`src/eecc_pkg.sv`:
```
// constants, types and field layout of the eeprom command controller
package eecc_pkg;
  localparam int ADDR_W  = 8;
  localparam int DATA_W  = 8;
  localparam int FRAME_W = 3 + ADDR_W + DATA_W;
  localparam int NBIT_W  = 5;
  localparam int REG_AW  = 12;

  // register offsets
  localparam logic [REG_AW-1:0] OFF_CMD     = 12'h1B4;
  localparam logic [REG_AW-1:0] OFF_DATA    = 12'h1B8;
  localparam logic [REG_AW-1:0] OFF_CFG     = 12'h1C0;
  localparam logic [REG_AW-1:0] OFF_IRQ_STS = 12'h1C4;
  localparam logic [REG_AW-1:0] OFF_IRQ_MSK = 12'h1C8;

  // command register fields
  localparam int CMD_BUSY  = 31;
  localparam int CMD_OP_HI = 30;
  localparam int CMD_OP_LO = 28;
  localparam int CMD_TMO   = 9;

  // config register fields
  localparam int CFG_TWO_WIRE = 0;
  localparam int CFG_SRST     = 1;
  localparam int CFG_LOADED   = 2;
  localparam int CFG_EW_EN    = 3;

  // interrupt status / mask bits
  localparam int IRQ_W    = 3;
  localparam int IRQ_DONE = 0;
  localparam int IRQ_TMO  = 1;
  localparam int IRQ_LOAD = 2;

  typedef enum logic [2:0] {
    OP_READ, OP_ERASE_WRITE_DISABLE, OP_ERASE_WRITE_ENABLE, OP_WRITE, OP_WRITE_ALL_LOCATIONS, OP_ERASE, OP_ERASE_ALL_LOCATIONS, OP_RELOAD
  } eecc_op_t;

  // three-wire serial opcodes and sub-codes in the top address bits
  localparam logic [1:0] SER_RD   = 2'h2;
  localparam logic [1:0] SER_WR   = 2'h1;
  localparam logic [1:0] SER_ER   = 2'h3;
  localparam logic [1:0] SER_EXT  = 2'h0;
  localparam logic [1:0] SUB_ERASE_WRITE_DISABLE = 2'h0;
  localparam logic [1:0] SUB_WRITE_ALL_LOCATIONS = 2'h1;
  localparam logic [1:0] SUB_ERASE_ALL_LOCATIONS = 2'h2;
  localparam logic [1:0] SUB_ERASE_WRITE_ENABLE = 2'h3;

  localparam logic [DATA_W-1:0] CFG_SIG      = 8'hA5;
  localparam logic [ADDR_W-1:0] LD_SIG_ADDR  = 8'h00;
  localparam logic [ADDR_W-1:0] LD_CFG_ADDR  = 8'h01;
  localparam logic [NBIT_W-1:0] NBITS_SHORT  = NBIT_W'(3 + ADDR_W);
  localparam logic [NBIT_W-1:0] NBITS_LONG   = NBIT_W'(FRAME_W);

  // timing
  localparam int CLK_KHZ     = 40000;
  localparam int TIMEOUT_MS  = 30;
  localparam int TIMEOUT_CYC = CLK_KHZ * TIMEOUT_MS;
  localparam int CLK_DIV     = 20;
  // clocks before a reselected ready line is trusted
  localparam int MISO_SETTLE = 6;
endpackage

```
`src/eecc_eng_if.sv`:
```
// request / answer link between command controller and serial engine
`timescale 1ns/10ps
interface eecc_eng_if;
  logic                       go;
  logic                       abort;
  logic [eecc_pkg::FRAME_W-1:0] frame;
  logic [eecc_pkg::NBIT_W-1:0]  nbits;
  logic                       wait_rdy;
  logic                       done;
  logic                       timed_out;
  logic [eecc_pkg::DATA_W-1:0]  rx;
  modport ctl (output go, abort, frame, nbits, wait_rdy, input done, timed_out, rx);
  modport eng (input go, abort, frame, nbits, wait_rdy, output done, timed_out, rx);
endinterface

```
`src/eecc_serial_engine.sv`:
```
// three-wire serial shifter with ready polling and response timeout
`timescale 1ns/10ps
module eecc_serial_engine #(
  parameter int CLK_DIV     = eecc_pkg::CLK_DIV,
  parameter int TIMEOUT_CYC = eecc_pkg::TIMEOUT_CYC
) (
  // clock and reset
  input  wire logic clk,
  input  wire logic resetn,
  // controller side
  eecc_eng_if.eng   eng,
  // eeprom pins
  output logic      ee_cs,
  output logic      ee_sclk,
  output logic      ee_mosi,
  input  wire logic ee_miso
);
  localparam int DW = $clog2(CLK_DIV);
  localparam int TW = $clog2(TIMEOUT_CYC + 1);
  localparam int FW = eecc_pkg::FRAME_W;

  // a half bit must outlast the pin synchroniser
  if (CLK_DIV <= eecc_pkg::MISO_SETTLE) $error("CLK_DIV too small");
  if (TIMEOUT_CYC <= eecc_pkg::MISO_SETTLE) $error("TIMEOUT_CYC too small");

  typedef enum logic [1:0] {E_IDLE, E_SHIFT, E_GAP, E_WAIT} eecc_est_t;

  eecc_est_t                 st_r, st_nxt;
  logic [DW-1:0]             div_r, div_nxt;
  logic [FW-1:0]             sh_r, sh_nxt;
  logic [eecc_pkg::NBIT_W-1:0] cnt_r, cnt_nxt;
  logic [TW-1:0]             tcnt_r, tcnt_nxt;
  logic [7:0]                rx_r, rx_nxt;
  logic [2:0]                sync_r;
  logic                      din_r, din_nxt;
  logic                      ph_r, ph_nxt, wt_r, wt_nxt, done_r, done_nxt, tmo_r, tmo_nxt;
  logic                      cs_r, cs_nxt, sclk_r, sclk_nxt, mosi_r, mosi_nxt;
  logic                      tick;

  assign tick          = (div_r == '0);
  assign eng.done      = done_r;
  assign eng.timed_out = tmo_r;
  assign eng.rx        = rx_r;
  assign ee_cs         = cs_r;
  assign ee_sclk       = sclk_r;
  assign ee_mosi       = mosi_r;

  always_comb begin
    st_nxt = st_r;
    div_nxt = (div_r == DW'(CLK_DIV - 1)) ? '0 : div_r + 1'b1;
    sh_nxt = sh_r;
    cnt_nxt = cnt_r;
    tcnt_nxt = tcnt_r;
    rx_nxt = rx_r;
    din_nxt = (sync_r[1] == sync_r[2]) ? sync_r[2] : din_r;
    ph_nxt = ph_r;
    wt_nxt = wt_r;
    done_nxt = 1'b0;
    tmo_nxt = tmo_r;
    cs_nxt = cs_r;
    sclk_nxt = sclk_r;
    mosi_nxt = mosi_r;
    unique case (st_r)
      E_IDLE: if (eng.go) begin
        st_nxt = E_SHIFT;
        sh_nxt = eng.frame;
        cnt_nxt = eng.nbits;
        wt_nxt = eng.wait_rdy;
        ph_nxt = 1'b0;
        cs_nxt = 1'b1;
        tmo_nxt = 1'b0;
      end
      E_SHIFT: if (tick) begin
        if (!ph_r) begin
          sclk_nxt = 1'b0;
          mosi_nxt = sh_r[FW-1];
          ph_nxt = 1'b1;
        end else begin
          sclk_nxt = 1'b1;
          rx_nxt = {rx_r[6:0], din_r};
          sh_nxt = {sh_r[FW-2:0], 1'b0};
          ph_nxt = 1'b0;
          cnt_nxt = cnt_r - 1'b1;
          if (cnt_r == 1) st_nxt = E_GAP;
        end
      end
      E_GAP: if (tick) begin
        sclk_nxt = 1'b0;
        mosi_nxt = 1'b0;
        cs_nxt = 1'b0;
        tcnt_nxt = '0;
        st_nxt = wt_r ? E_WAIT : E_IDLE;
        done_nxt = !wt_r;
      end
      E_WAIT: begin
        cs_nxt = 1'b1;
        tcnt_nxt = tcnt_r + 1'b1;
        // stale pin level from the frame must not read as ready
        if (din_r && cs_r && tcnt_r >= TW'(eecc_pkg::MISO_SETTLE)) begin
          st_nxt = E_IDLE;
          cs_nxt = 1'b0;
          done_nxt = 1'b1;
        end else if (tcnt_r == TW'(TIMEOUT_CYC - 1)) begin
          st_nxt = E_IDLE;
          cs_nxt = 1'b0;
          done_nxt = 1'b1;
          tmo_nxt = 1'b1;
        end
      end
    endcase
    if (eng.abort) begin
      st_nxt = E_IDLE;
      cs_nxt = 1'b0;
      sclk_nxt = 1'b0;
      done_nxt = 1'b0;
    end
  end

  always_ff @(posedge clk or negedge resetn) begin
    if (!resetn) begin
      st_r <= E_IDLE;
      div_r <= '0;
      sh_r <= '0;
      cnt_r <= '0;
      tcnt_r <= '0;
      rx_r <= '0;
      sync_r <= '0;
      din_r <= 1'b0;
      ph_r <= 1'b0;
      wt_r <= 1'b0;
      done_r <= 1'b0;
      tmo_r <= 1'b0;
      cs_r <= 1'b0;
      sclk_r <= 1'b0;
      mosi_r <= 1'b0;
    end else begin
      st_r <= st_nxt;
      div_r <= div_nxt;
      sh_r <= sh_nxt;
      cnt_r <= cnt_nxt;
      tcnt_r <= tcnt_nxt;
      rx_r <= rx_nxt;
      sync_r <= {sync_r[1:0], ee_miso};
      din_r <= din_nxt;
      ph_r <= ph_nxt;
      wt_r <= wt_nxt;
      done_r <= done_nxt;
      tmo_r <= tmo_nxt;
      cs_r <= cs_nxt;
      sclk_r <= sclk_nxt;
      mosi_r <= mosi_nxt;
    end
  end
endmodule // eecc_serial_engine

```
`src/eecc_cmd_ctrl.sv`:
```
// eeprom command register, loader sequence and interrupt logic
`timescale 1ns/10ps
module eecc_cmd_ctrl #(
  parameter int CLK_DIV     = eecc_pkg::CLK_DIV,
  parameter int TIMEOUT_CYC = eecc_pkg::TIMEOUT_CYC
) (
  // clock and reset
  input  wire logic                        clk,
  input  wire logic                        resetn,
  // register port
  input  wire logic [eecc_pkg::REG_AW-1:0] addr,
  input  wire logic [31:0]                 wdata,
  input  wire logic                        wr,
  input  wire logic                        rd,
  output logic      [31:0]                 rdata,
  // interrupt
  output logic                             irq,
  // eeprom pins
  output logic                             ee_cs,
  output logic                             ee_sclk,
  output logic                             ee_mosi,
  input  wire logic                        ee_miso
);
  localparam int AW = eecc_pkg::ADDR_W;
  localparam int DW = eecc_pkg::DATA_W;
  localparam int FW = eecc_pkg::FRAME_W;

  if (AW > eecc_pkg::CMD_TMO) $error("address field overlaps timeout bit");

  typedef enum logic [2:0] {S_RST, S_LD_SIG, S_LD_CFG, S_IDLE, S_OP} eecc_st_t;

  eecc_eng_if eng_if ();

  eecc_serial_engine #(
    .CLK_DIV     (CLK_DIV),
    .TIMEOUT_CYC (TIMEOUT_CYC)
  ) u_engine (
    .clk     (clk),
    .resetn  (resetn),
    .eng     (eng_if),
    .ee_cs   (ee_cs),
    .ee_sclk (ee_sclk),
    .ee_mosi (ee_mosi),
    .ee_miso (ee_miso)
  );

  eecc_st_t             st_r, st_nxt;
  eecc_pkg::eecc_op_t   op_r, op_nxt;
  logic [AW-1:0]        addr_r, addr_nxt;
  logic [DW-1:0]        data_r, data_nxt;
  logic [DW-1:0]        cfg_byte_r, cfg_byte_nxt;
  logic                 tmo_r, tmo_nxt;
  logic                 two_wire_r, two_wire_nxt;
  logic                 ew_en_r, ew_en_nxt;
  logic                 loaded_r, loaded_nxt;
  logic [eecc_pkg::IRQ_W-1:0] sts_r, sts_nxt, msk_r, msk_nxt, ev;
  logic                 irq_r, irq_nxt;
  logic [31:0]          rdata_r, rdata_nxt;
  logic                 go_r, go_nxt, abort_r, abort_nxt, wait_r, wait_nxt;
  logic [FW-1:0]        frame_r, frame_nxt;
  logic [eecc_pkg::NBIT_W-1:0] nbits_r, nbits_nxt;
  logic                 busy;
  logic                 wr_cmd, start, unsup, ew_blocked;
  eecc_pkg::eecc_op_t   wop;

  assign busy           = (st_r != S_IDLE);
  assign eng_if.go      = go_r;
  assign eng_if.abort   = abort_r;
  assign eng_if.frame   = frame_r;
  assign eng_if.nbits   = nbits_r;
  assign eng_if.wait_rdy = wait_r;
  assign rdata          = rdata_r;
  assign irq            = irq_r;

  ////////////////////////////////////////////////////////////////////////////////
  // op decode

  function automatic logic [FW-1:0] mk_frame(eecc_pkg::eecc_op_t op,
                                             logic [AW-1:0] a, logic [DW-1:0] d);
    logic [1:0]    opc;
    logic [AW-1:0] fa;
    logic [DW-1:0] fd;
    opc = eecc_pkg::SER_EXT;
    fa  = {eecc_pkg::SUB_ERASE_WRITE_DISABLE, (AW-2)'(0)};
    fd  = '0;
    unique case (op)
      eecc_pkg::OP_READ, eecc_pkg::OP_RELOAD: begin
        opc = eecc_pkg::SER_RD;
        fa = a;
      end
      eecc_pkg::OP_ERASE_WRITE_DISABLE: fa = {eecc_pkg::SUB_ERASE_WRITE_DISABLE, (AW-2)'(0)};
      eecc_pkg::OP_ERASE_WRITE_ENABLE: fa = {eecc_pkg::SUB_ERASE_WRITE_ENABLE, (AW-2)'(0)};
      eecc_pkg::OP_WRITE: begin
        opc = eecc_pkg::SER_WR;
        fa = a;
        fd = d;
      end
      eecc_pkg::OP_WRITE_ALL_LOCATIONS: begin
        fa = {eecc_pkg::SUB_WRITE_ALL_LOCATIONS, (AW-2)'(0)};
        fd = d;
      end
      eecc_pkg::OP_ERASE: begin
        opc = eecc_pkg::SER_ER;
        fa = a;
      end
      eecc_pkg::OP_ERASE_ALL_LOCATIONS: fa = {eecc_pkg::SUB_ERASE_ALL_LOCATIONS, (AW-2)'(0)};
    endcase
    return {1'b1, opc, fa, fd};
  endfunction

  function automatic logic is_prog(eecc_pkg::eecc_op_t op);
    return op inside {eecc_pkg::OP_WRITE, eecc_pkg::OP_WRITE_ALL_LOCATIONS,
                      eecc_pkg::OP_ERASE, eecc_pkg::OP_ERASE_ALL_LOCATIONS};
  endfunction

  function automatic logic [eecc_pkg::NBIT_W-1:0] op_nbits(eecc_pkg::eecc_op_t op);
    return (op inside {eecc_pkg::OP_READ, eecc_pkg::OP_RELOAD, eecc_pkg::OP_WRITE,
                       eecc_pkg::OP_WRITE_ALL_LOCATIONS}) ? eecc_pkg::NBITS_LONG : eecc_pkg::NBITS_SHORT;
  endfunction

  assign wr_cmd     = wr && (addr == eecc_pkg::OFF_CMD);
  assign wop        = eecc_pkg::eecc_op_t'(wdata[eecc_pkg::CMD_OP_HI:eecc_pkg::CMD_OP_LO]);
  assign start      = wr_cmd && !busy && wdata[eecc_pkg::CMD_BUSY];
  assign unsup      = two_wire_r && (wop inside {eecc_pkg::OP_ERASE_WRITE_DISABLE, eecc_pkg::OP_ERASE_WRITE_ENABLE,
                      eecc_pkg::OP_WRITE_ALL_LOCATIONS, eecc_pkg::OP_ERASE, eecc_pkg::OP_ERASE_ALL_LOCATIONS});
  assign ew_blocked = !two_wire_r && !ew_en_r && is_prog(wop);

  ////////////////////////////////////////////////////////////////////////////////
  // next state

  always_comb begin
    st_nxt = st_r;
    op_nxt = op_r;
    addr_nxt = addr_r;
    data_nxt = data_r;
    cfg_byte_nxt = cfg_byte_r;
    tmo_nxt = tmo_r;
    two_wire_nxt = two_wire_r;
    ew_en_nxt = ew_en_r;
    loaded_nxt = loaded_r;
    msk_nxt = msk_r;
    ev = '0;
    go_nxt = 1'b0;
    abort_nxt = 1'b0;
    frame_nxt = frame_r;
    nbits_nxt = nbits_r;
    wait_nxt = wait_r;
    rdata_nxt = '0;

    // register writes; command and data frozen while busy
    if (wr_cmd && !busy) begin
      op_nxt = wop;
      addr_nxt = wdata[AW-1:0];
    end
    if (wr_cmd && wdata[eecc_pkg::CMD_TMO]) tmo_nxt = 1'b0;
    if (wr && addr == eecc_pkg::OFF_DATA && !busy) data_nxt = wdata[DW-1:0];
    if (wr && addr == eecc_pkg::OFF_CFG) two_wire_nxt = wdata[eecc_pkg::CFG_TWO_WIRE];
    if (wr && addr == eecc_pkg::OFF_IRQ_MSK) msk_nxt = wdata[eecc_pkg::IRQ_W-1:0];

    unique case (st_r)
      S_RST: begin
        st_nxt = S_LD_SIG;
        go_nxt = 1'b1;
        frame_nxt = mk_frame(eecc_pkg::OP_READ, eecc_pkg::LD_SIG_ADDR, '0);
        nbits_nxt = eecc_pkg::NBITS_LONG;
        wait_nxt = 1'b0;
      end
      S_LD_SIG: if (eng_if.done) begin
        if (eng_if.rx == eecc_pkg::CFG_SIG) begin
          st_nxt = S_LD_CFG;
          go_nxt = 1'b1;
          frame_nxt = mk_frame(eecc_pkg::OP_READ, eecc_pkg::LD_CFG_ADDR, '0);
        end else begin
          st_nxt = S_IDLE;
          tmo_nxt = 1'b1;
          ev[eecc_pkg::IRQ_TMO] = 1'b1;
        end
      end
      S_LD_CFG: if (eng_if.done) begin
        st_nxt = S_IDLE;
        cfg_byte_nxt = eng_if.rx;
        loaded_nxt = 1'b1;
        ev[eecc_pkg::IRQ_LOAD] = 1'b1;
      end
      S_IDLE: if (start) begin
        if (unsup || ew_blocked) begin
          tmo_nxt = 1'b1;
          ev[eecc_pkg::IRQ_TMO] = 1'b1;
        end else if (wop == eecc_pkg::OP_RELOAD) begin
          st_nxt = S_RST;
          loaded_nxt = 1'b0;
        end else begin
          st_nxt = S_OP;
          go_nxt = 1'b1;
          frame_nxt = mk_frame(wop, wdata[AW-1:0], data_r);
          nbits_nxt = op_nbits(wop);
          wait_nxt = is_prog(wop);
        end
      end
      S_OP: if (eng_if.done) begin
        st_nxt = S_IDLE;
        if (eng_if.timed_out) begin
          tmo_nxt = 1'b1;
          ev[eecc_pkg::IRQ_TMO] = 1'b1;
        end else begin
          ev[eecc_pkg::IRQ_DONE] = 1'b1;
          if (op_r == eecc_pkg::OP_READ) data_nxt = eng_if.rx;
          if (op_r == eecc_pkg::OP_ERASE_WRITE_ENABLE) ew_en_nxt = 1'b1;
          if (op_r == eecc_pkg::OP_ERASE_WRITE_DISABLE) ew_en_nxt = 1'b0;
        end
      end
    endcase

    // soft reset restarts the loader and holds busy
    if (wr && addr == eecc_pkg::OFF_CFG && wdata[eecc_pkg::CFG_SRST]) begin
      st_nxt = S_RST;
      abort_nxt = 1'b1;
      go_nxt = 1'b0;
      op_nxt = eecc_pkg::OP_READ;
      addr_nxt = '0;
      tmo_nxt = 1'b0;
      ew_en_nxt = 1'b0;
      loaded_nxt = 1'b0;
    end

    // sticky status, write one to clear, set wins
    sts_nxt = sts_r;
    if (wr && addr == eecc_pkg::OFF_IRQ_STS) sts_nxt = sts_r & ~wdata[eecc_pkg::IRQ_W-1:0];
    sts_nxt = sts_nxt | ev;
    irq_nxt = |(sts_nxt & msk_nxt);

    if (rd) begin
      unique case (addr)
        eecc_pkg::OFF_CMD: begin
          rdata_nxt[eecc_pkg::CMD_BUSY] = busy;
          rdata_nxt[eecc_pkg::CMD_OP_HI:eecc_pkg::CMD_OP_LO] = op_r;
          rdata_nxt[eecc_pkg::CMD_TMO] = tmo_r;
          rdata_nxt[AW-1:0] = addr_r;
        end
        eecc_pkg::OFF_DATA: rdata_nxt[DW-1:0] = data_r;
        eecc_pkg::OFF_CFG: begin
          rdata_nxt[eecc_pkg::CFG_TWO_WIRE] = two_wire_r;
          rdata_nxt[eecc_pkg::CFG_LOADED] = loaded_r;
          rdata_nxt[eecc_pkg::CFG_EW_EN] = ew_en_r;
          rdata_nxt[15:8] = cfg_byte_r;
        end
        eecc_pkg::OFF_IRQ_STS: rdata_nxt[eecc_pkg::IRQ_W-1:0] = sts_r;
        eecc_pkg::OFF_IRQ_MSK: rdata_nxt[eecc_pkg::IRQ_W-1:0] = msk_r;
        default: rdata_nxt = '0;
      endcase
    end
  end

  ////////////////////////////////////////////////////////////////////////////////
  // registers

  always_ff @(posedge clk or negedge resetn) begin
    if (!resetn) begin
      st_r <= S_RST;
      op_r <= eecc_pkg::OP_READ;
      addr_r <= '0;
      data_r <= '0;
      cfg_byte_r <= '0;
      tmo_r <= 1'b0;
      two_wire_r <= 1'b0;
      ew_en_r <= 1'b0;
      loaded_r <= 1'b0;
      sts_r <= '0;
      msk_r <= '0;
      irq_r <= 1'b0;
      rdata_r <= '0;
      go_r <= 1'b0;
      abort_r <= 1'b0;
      frame_r <= '0;
      nbits_r <= '0;
      wait_r <= 1'b0;
    end else begin
      st_r <= st_nxt;
      op_r <= op_nxt;
      addr_r <= addr_nxt;
      data_r <= data_nxt;
      cfg_byte_r <= cfg_byte_nxt;
      tmo_r <= tmo_nxt;
      two_wire_r <= two_wire_nxt;
      ew_en_r <= ew_en_nxt;
      loaded_r <= loaded_nxt;
      sts_r <= sts_nxt;
      msk_r <= msk_nxt;
      irq_r <= irq_nxt;
      rdata_r <= rdata_nxt;
      go_r <= go_nxt;
      abort_r <= abort_nxt;
      frame_r <= frame_nxt;
      nbits_r <= nbits_nxt;
      wait_r <= wait_nxt;
    end
  end
endmodule // eecc_cmd_ctrl

```
`config.mk`:
```
export PLATFORM = sky130hd
export DESIGN_NAME = eecc_cmd_ctrl
export DESIGN_NICKNAME = d
export VERILOG_FILES = /design/src/eecc_pkg.sv /design/src/eecc_eng_if.sv /design/src/eecc_serial_engine.sv /design/src/eecc_cmd_ctrl.sv
export SDC_FILE = /design/constraint.sdc
export NUM_CORES = 1
export LEC_CHECK = 0
export BUFFER_PORTS_ARGS = -buffer_cell sky130_fd_sc_hd__buf_4
export CORE_ASPECT_RATIO = 0.75
export CORE_MARGIN = 3
export CORE_UTILIZATION = 45
export CTS_CLUSTER_DIAMETER = 40
export DETAILED_ROUTE_END_ITERATION = 8
export SKIP_CTS_REPAIR_TIMING = 1
export SKIP_LAST_GASP = 1
export SLEW_MARGIN = 20
export SYNTH_ARGS = -nofsm -noshare
export SYNTH_HDL_FRONTEND = slang
export SYNTH_SLANG_ARGS = --single-unit
```
`constraint.sdc`:
```
create_clock -name clk -period 3.59 [get_ports clk]
set_input_delay 0.359 -clock clk [delete_from_list [all_inputs] [get_ports clk]]
set_output_delay 0.359 -clock clk [all_outputs]
set_load 0.01 [all_outputs]
```
After elaboration in Yosys (flattened, before gate mapping). Index checks and enable logic that the tools add are counted.

Register bits: 171. Latch bits: 0. RAM bits: 0. ROM bits: 0. Input bits: 49. Word-level logic and storage cells: 288. Memories: 0.

Add/sub/neg operators: 3. $mul: 0. Div/mod/pow operators: 0. Order comparisons: 1. Eq/ne operators: 52. Shift operators: 0. Muxes and demuxes: 133. Bitwise logic cells: 4. Reductions and logical operators: 62.

Operators with widths (count): 2-to-1 mux 19 bit (8); 2-to-1 mux 8 bit (8); == test 12 x 9 -> 1 bit, second input constant (5); 2-to-1 mux 1 bit (59); one-hot mux 19 bit (3 select lines) (1); one-hot mux 21 bit (2 select lines) (1); 2-to-1 mux 5 bit (8); one-hot mux 8 bit (5 select lines) (1); one-hot mux 19 bit (2 select lines) (1); 2-to-1 mux 32 bit (1); 2-to-1 mux 3 bit (10); AND reduction 4 bit (6); adder 21 x 1 -> 21 bit, second input constant (1); == test 21 bit, second input constant (1); >= comparator 21 x 3 -> 1 bit, second input constant (1); 2-to-1 mux 21 bit (1); != test 3 x 2 -> 1 bit, second input constant (7); 2-to-1 mux 2 bit (10); one-hot mux 5 bit (2 select lines) (2); != test 2 bit, second input constant (8); one-hot mux 1 bit (2 select lines) (8); nonzero test 2 bit (8); == test 3 x 2 -> 1 bit, second input constant (5); == test 3 bit, second input constant (5); 41 further kinds (89).

Longest topological paths before layout.
Depth after elaboration: 10. Gate-level depth with buffers: 9. Gate-level depth less buffers: 7.

By module. A second synthesis with hierarchy kept.

Cells, all modules: 759. Area total of the unflattened synthesis: 7801.2 sq um.

Modules (own cells, without submodules): eecc_cmd_ctrl (times used 1, cells each 395, area each 4205.3 sq um, seq. area each 2152.1 sq um); eecc_serial_engine (times used 1, cells each 364, area each 3595.9 sq um, seq. area each 1776.7 sq um).

Worst setup path before layout. Ideal clock, no wire load.

Path type: register to register. From: register u_engine.div_r[0]. To: register u_engine.tcnt_r[20]. Library setup time: 0.125 ns. Data arrival time: 2.063 ns. Path slack: 1.402 ns. Cell stages (with the launch flop): 8. Period minus slack after synthesis: 2.188 ns. Cell sequence: dfrtp_1 > inv_1 > ha_1 > nor4b_1 > a21oi_1 > or4b_1 > nor2_1 > mux2_2.

Cells in the longest elaborated chain, start to end: 3.

RTL lines: from (decl) (line eecc_serial_engine.sv:29) `logic [DW-1:0] div_r, div_nxt;`; from (signal assigned) (line eecc_serial_engine.sv:138) `div_r <= div_nxt;`; zero test 5 bit (line eecc_serial_engine.sv:40) `assign tick = (div_r == '0);`; != test 2 x 1 -> 1 bit (no line); AND reduction 2 bit (no line); to (signal assigned) (line eecc_serial_engine.sv:141) `tcnt_r <= tcnt_nxt;`; to (decl) (line eecc_serial_engine.sv:32) `logic [TW-1:0] tcnt_r, tcnt_nxt;`.

Every way passes these cells. A chain may end at the register's enable or synchronous reset.

Worst setup path after layout.
From: register u_engine.st_r[0]. To: register u_engine.tcnt_r[18].

Cells in the longest elaborated chain, start to end: 3. Elaborated cells between the ends (all ways): 6.

RTL lines: from (decl) (line eecc_serial_engine.sv:28) `eecc_est_t st_r, st_nxt;`; from (signal assigned) (line eecc_serial_engine.sv:137) `st_r <= st_nxt;`; == test 2 bit (line eecc_serial_engine.sv:63) `unique case (st_r)`; != test 2 x 1 -> 1 bit (no line) or nonzero test 2 bit (tied branches); AND reduction 2 bit (no line).

Several ways; a longest one is shown, not always the timed one.

==> out/metrics.yaml <==
cells_and_area:
  diodes: 0
  stdcell_area_um2: 8960
  fin_util_pct: 54.4
  layout.cells.most_common: "dfrtp_1"
  layout_common_cells: "dfrtp_1 (157), nor2_1 (80), buf_4 (62)"
  fin_nets: 861
  area_delta_synth_final_pct: 15.6
  final_layout_size_suffix_gt1_share_pct: 16.0
floorplanning:
  chipHeight_um: 120
  die_w_um: 158
  rows: 40
  core_um2: 16500
  die-area_um2: 18900
  io_pins: 85
  initial_core_util_pct: 47.1
detailed_routing:
  first_iter_violations: 383
  num_vias: 5739
  finalWirelength_um: 18000
  m1WireLength_um: 8530
  drt_first_pass_iters: 5
  vias_per_cell: 5.60
  drc_errors: 0
  met3WireLength_um: 1190
  wl_met2_um: 8100
  ant_nets: 0
  routed.top_layer: "met4"
  wire_per_inst_um: 17.5
placement:
  placedInstanceArea_um2: 8330
  hpwl_um: 12700
  gp_congestion: 0.865
  portBuffers: 53
worst_hold_path:
  min_path_type: "input pin to flop"
  hold_depth: 1
synthesis:
  yosys.area_share.adder_pct: 2.03
  synth_xor_area_share_pct: 2.26
  syn_avg_cell_area_um2: 10.3
  ys_warn_count: 0
  netlist_instances: 754
  synth-seq-area-share_pct: 50.7
  syn_area_um2: 7750
  synth_compound_area_share_pct: 11.7
  synthArstFlopShare_pct: 100
  synth-simple-area-share_pct: 17.9
  synth_edf_count: 0
  ys.flop_type: "dfrtp_1"
  synth_seq_cells: 157
  synth.area.mux_share_pct: 10.5
  yosysUniqueCellTypes: 76
  synth_top_family_by_area: "simple AND/OR/NAND/NOR gates"
sta:
  finClkSkew_ns: 0.0103
  timing.final.crit_period_ns: 2.63
  timing.final.hold_violations: 0
  fmax_ghz: 0.380
  setup_viol: 0
  tightestPinTransition_ns: 1.07
  max-slew-margin-rel_pct: 28.2
  maxSlewViolCount: 0
  worst_hold_slack_ns: 0.0472
  tns_ns: 0
  rsz0062_at_grt: "false"
  finalCritPeriodShare_pct: 73.4
run_status:
  status: "complete, no violations"
run:
  maxCapViolations: 0
clock_tree:
  numCtsBuffers: 17
  cts_htree_levels: 4
  insertion_delay_ns: 0.42
  cts_tree: "done"
  path_clk_slew_ns: 0.06
  clockBufferDepth: 2
  cts_sinks: 157
  root_buffer: "clkbuf_16"
critical_path:
  worstSetupEndpointType: "flop"
  arrival_ns: 2.94
  required_ns: 3.90
  rr_worst_depth: 6
  start_kind: "flop"
  cp_max_fo: 15
  critical_path_class: "flop to flop"
power:
  p_leak_nw: 4.17
  ir_drop_mv: 0.305
  power_density_nw_per_um2: 645
global_routing:
  grt_pass1_vias: 5659
  grt_pass1_wl_um: 29700
  grt_usage_pct: 19.9
  grt_max_degree: 111
  antenna_found_initial: 0
  grt_overflow: 0
state kept, by name (all words and copies together), names as in the netlist, 8 cells and up:
signal / flops
cfg_byte_r: 8
u_engine.sh_r: 19
rdata: 20
eng_if.frame: 19
data_r: 8
u_engine.eng.rx: 8
u_engine.tcnt_r: 21
addr_r: 8
cells in the mapped netlist, types with 5 or more instances:
| cell | n | share of area, % |
|---|---|---|
| xnor2_1 | 14 | 1.6 |
| clkbuf_1 | 22 | 1.1 |
| a22oi_1 | 9 | 0.87 |
| dfrtp_1 | 157 | 51 |
| nor3b_1 | 5 | 0.48 |
| a21o_1 | 6 | 0.58 |
| o21ai_0 | 18 | 1.2 |
| nand2b_1 | 8 | 0.65 |
| nand2_1 | 40 | 1.9 |
| mux2_1 | 8 | 1.2 |
| mux2i_1 | 52 | 6.7 |
| nor4_1 | 6 | 0.48 |
| nand3_1 | 15 | 0.97 |
| nor4b_1 | 5 | 0.56 |
| nor2_1 | 80 | 3.9 |
| nor2b_1 | 16 | 1.3 |
| ha_1 | 11 | 1.8 |
| xor2_1 | 6 | 0.68 |
| buf_4 | 12 | 1.2 |
| or3_1 | 5 | 0.40 |
| nand4_1 | 12 | 0.97 |
| mux2_2 | 18 | 2.6 |
| inv_1 | 37 | 1.8 |
| a22o_1 | 6 | 0.68 |
| and3_1 | 19 | 1.5 |
| nor3_1 | 21 | 1.4 |
| a21oi_1 | 55 | 3.6 |
| buf_2 | 9 | 0.58 |
critical path, stage by stage (launching register included):
cell,delay (ns)
dfrtp_1,0.43
inv_1,0.17
ha_1,0.48
a21oi_1,0.34
or4b_1,0.62
nor2_1,0.14
mux2_2,0.34
final timing paths:
check / start / to / slack (ns)
hold / removal: ee_miso / u_engine.sync_r[0] / 0.05
setup / recovery: u_engine.st_r[0] / u_engine.tcnt_r[18] / 0.96
max in group asynchronous: resetn / addr_r[1] / 2.21
hold reg to reg: u_engine.sync_r[0] / u_engine.sync_r[1] / 0.35
setup reg to reg: u_engine.st_r[0] / u_engine.tcnt_r[18] / 0.96
min in group asynchronous: resetn / rdata[11] / 0.44
cell type report:
class / instances / area, µm²
timing repair buffer: 65 / 507
clock buffer: 20 / 467
multi-input combinational: 522 / 3500
fill: 1473 / 7500
tap: 210 / 263
sequential: 157 / 3930
clock inverter: 12 / 159
inverter: 38 / 143
per-layer routing:
| layer | track usage [%] | vias to the layer above |
|---|---|---|
| li1 | - | 2751 |
| met1 | 28.9 | 2819 |
| met2 | 29.3 | 155 |
| met3 | 6.20 | 14 |
| met4 | 4.55 | 0 |
| met5 | 0 | - |
where the power goes:
| group | switching, mW | leakage [nW] | internal [mW] |
|---|---|---|---|
| combinational | 0.852 | 1.90 | 0.653 |
| clock | 0.738 | 0.303 | 1.15 |
| sequential | 0.279 | 1.97 | 2.11 |
kinds of logic (layout without fill, tap and decap cells):
| kind of cell | count (synthesis) | after routing |
|---|---|---|
| and+or+nand+nor | 259 | 259 |
| DFF | 157 | 157 |
| AOI/OAI and AO/OA | 140 | 140 |
| buffers and inverters | 86 | 135 |
| muxes | 78 | 78 |
| xor gates and xnor gates | 20 | 20 |
| adders and majority gates | 13 | 13 |
| other | 1 | 12 |
per-stage QoR:
step                cells  worst slack, ns  total power [mW]
floorplan             765             1.40              3.50
global placement      991            0.920              3.85
detailed placement    991            0.887              3.92
CTS                  1023            0.971              5.84
global route         1024            0.718              6.18
finish               1024            0.955              5.78
No activity file was read; power rests on OpenSTA's default activity.
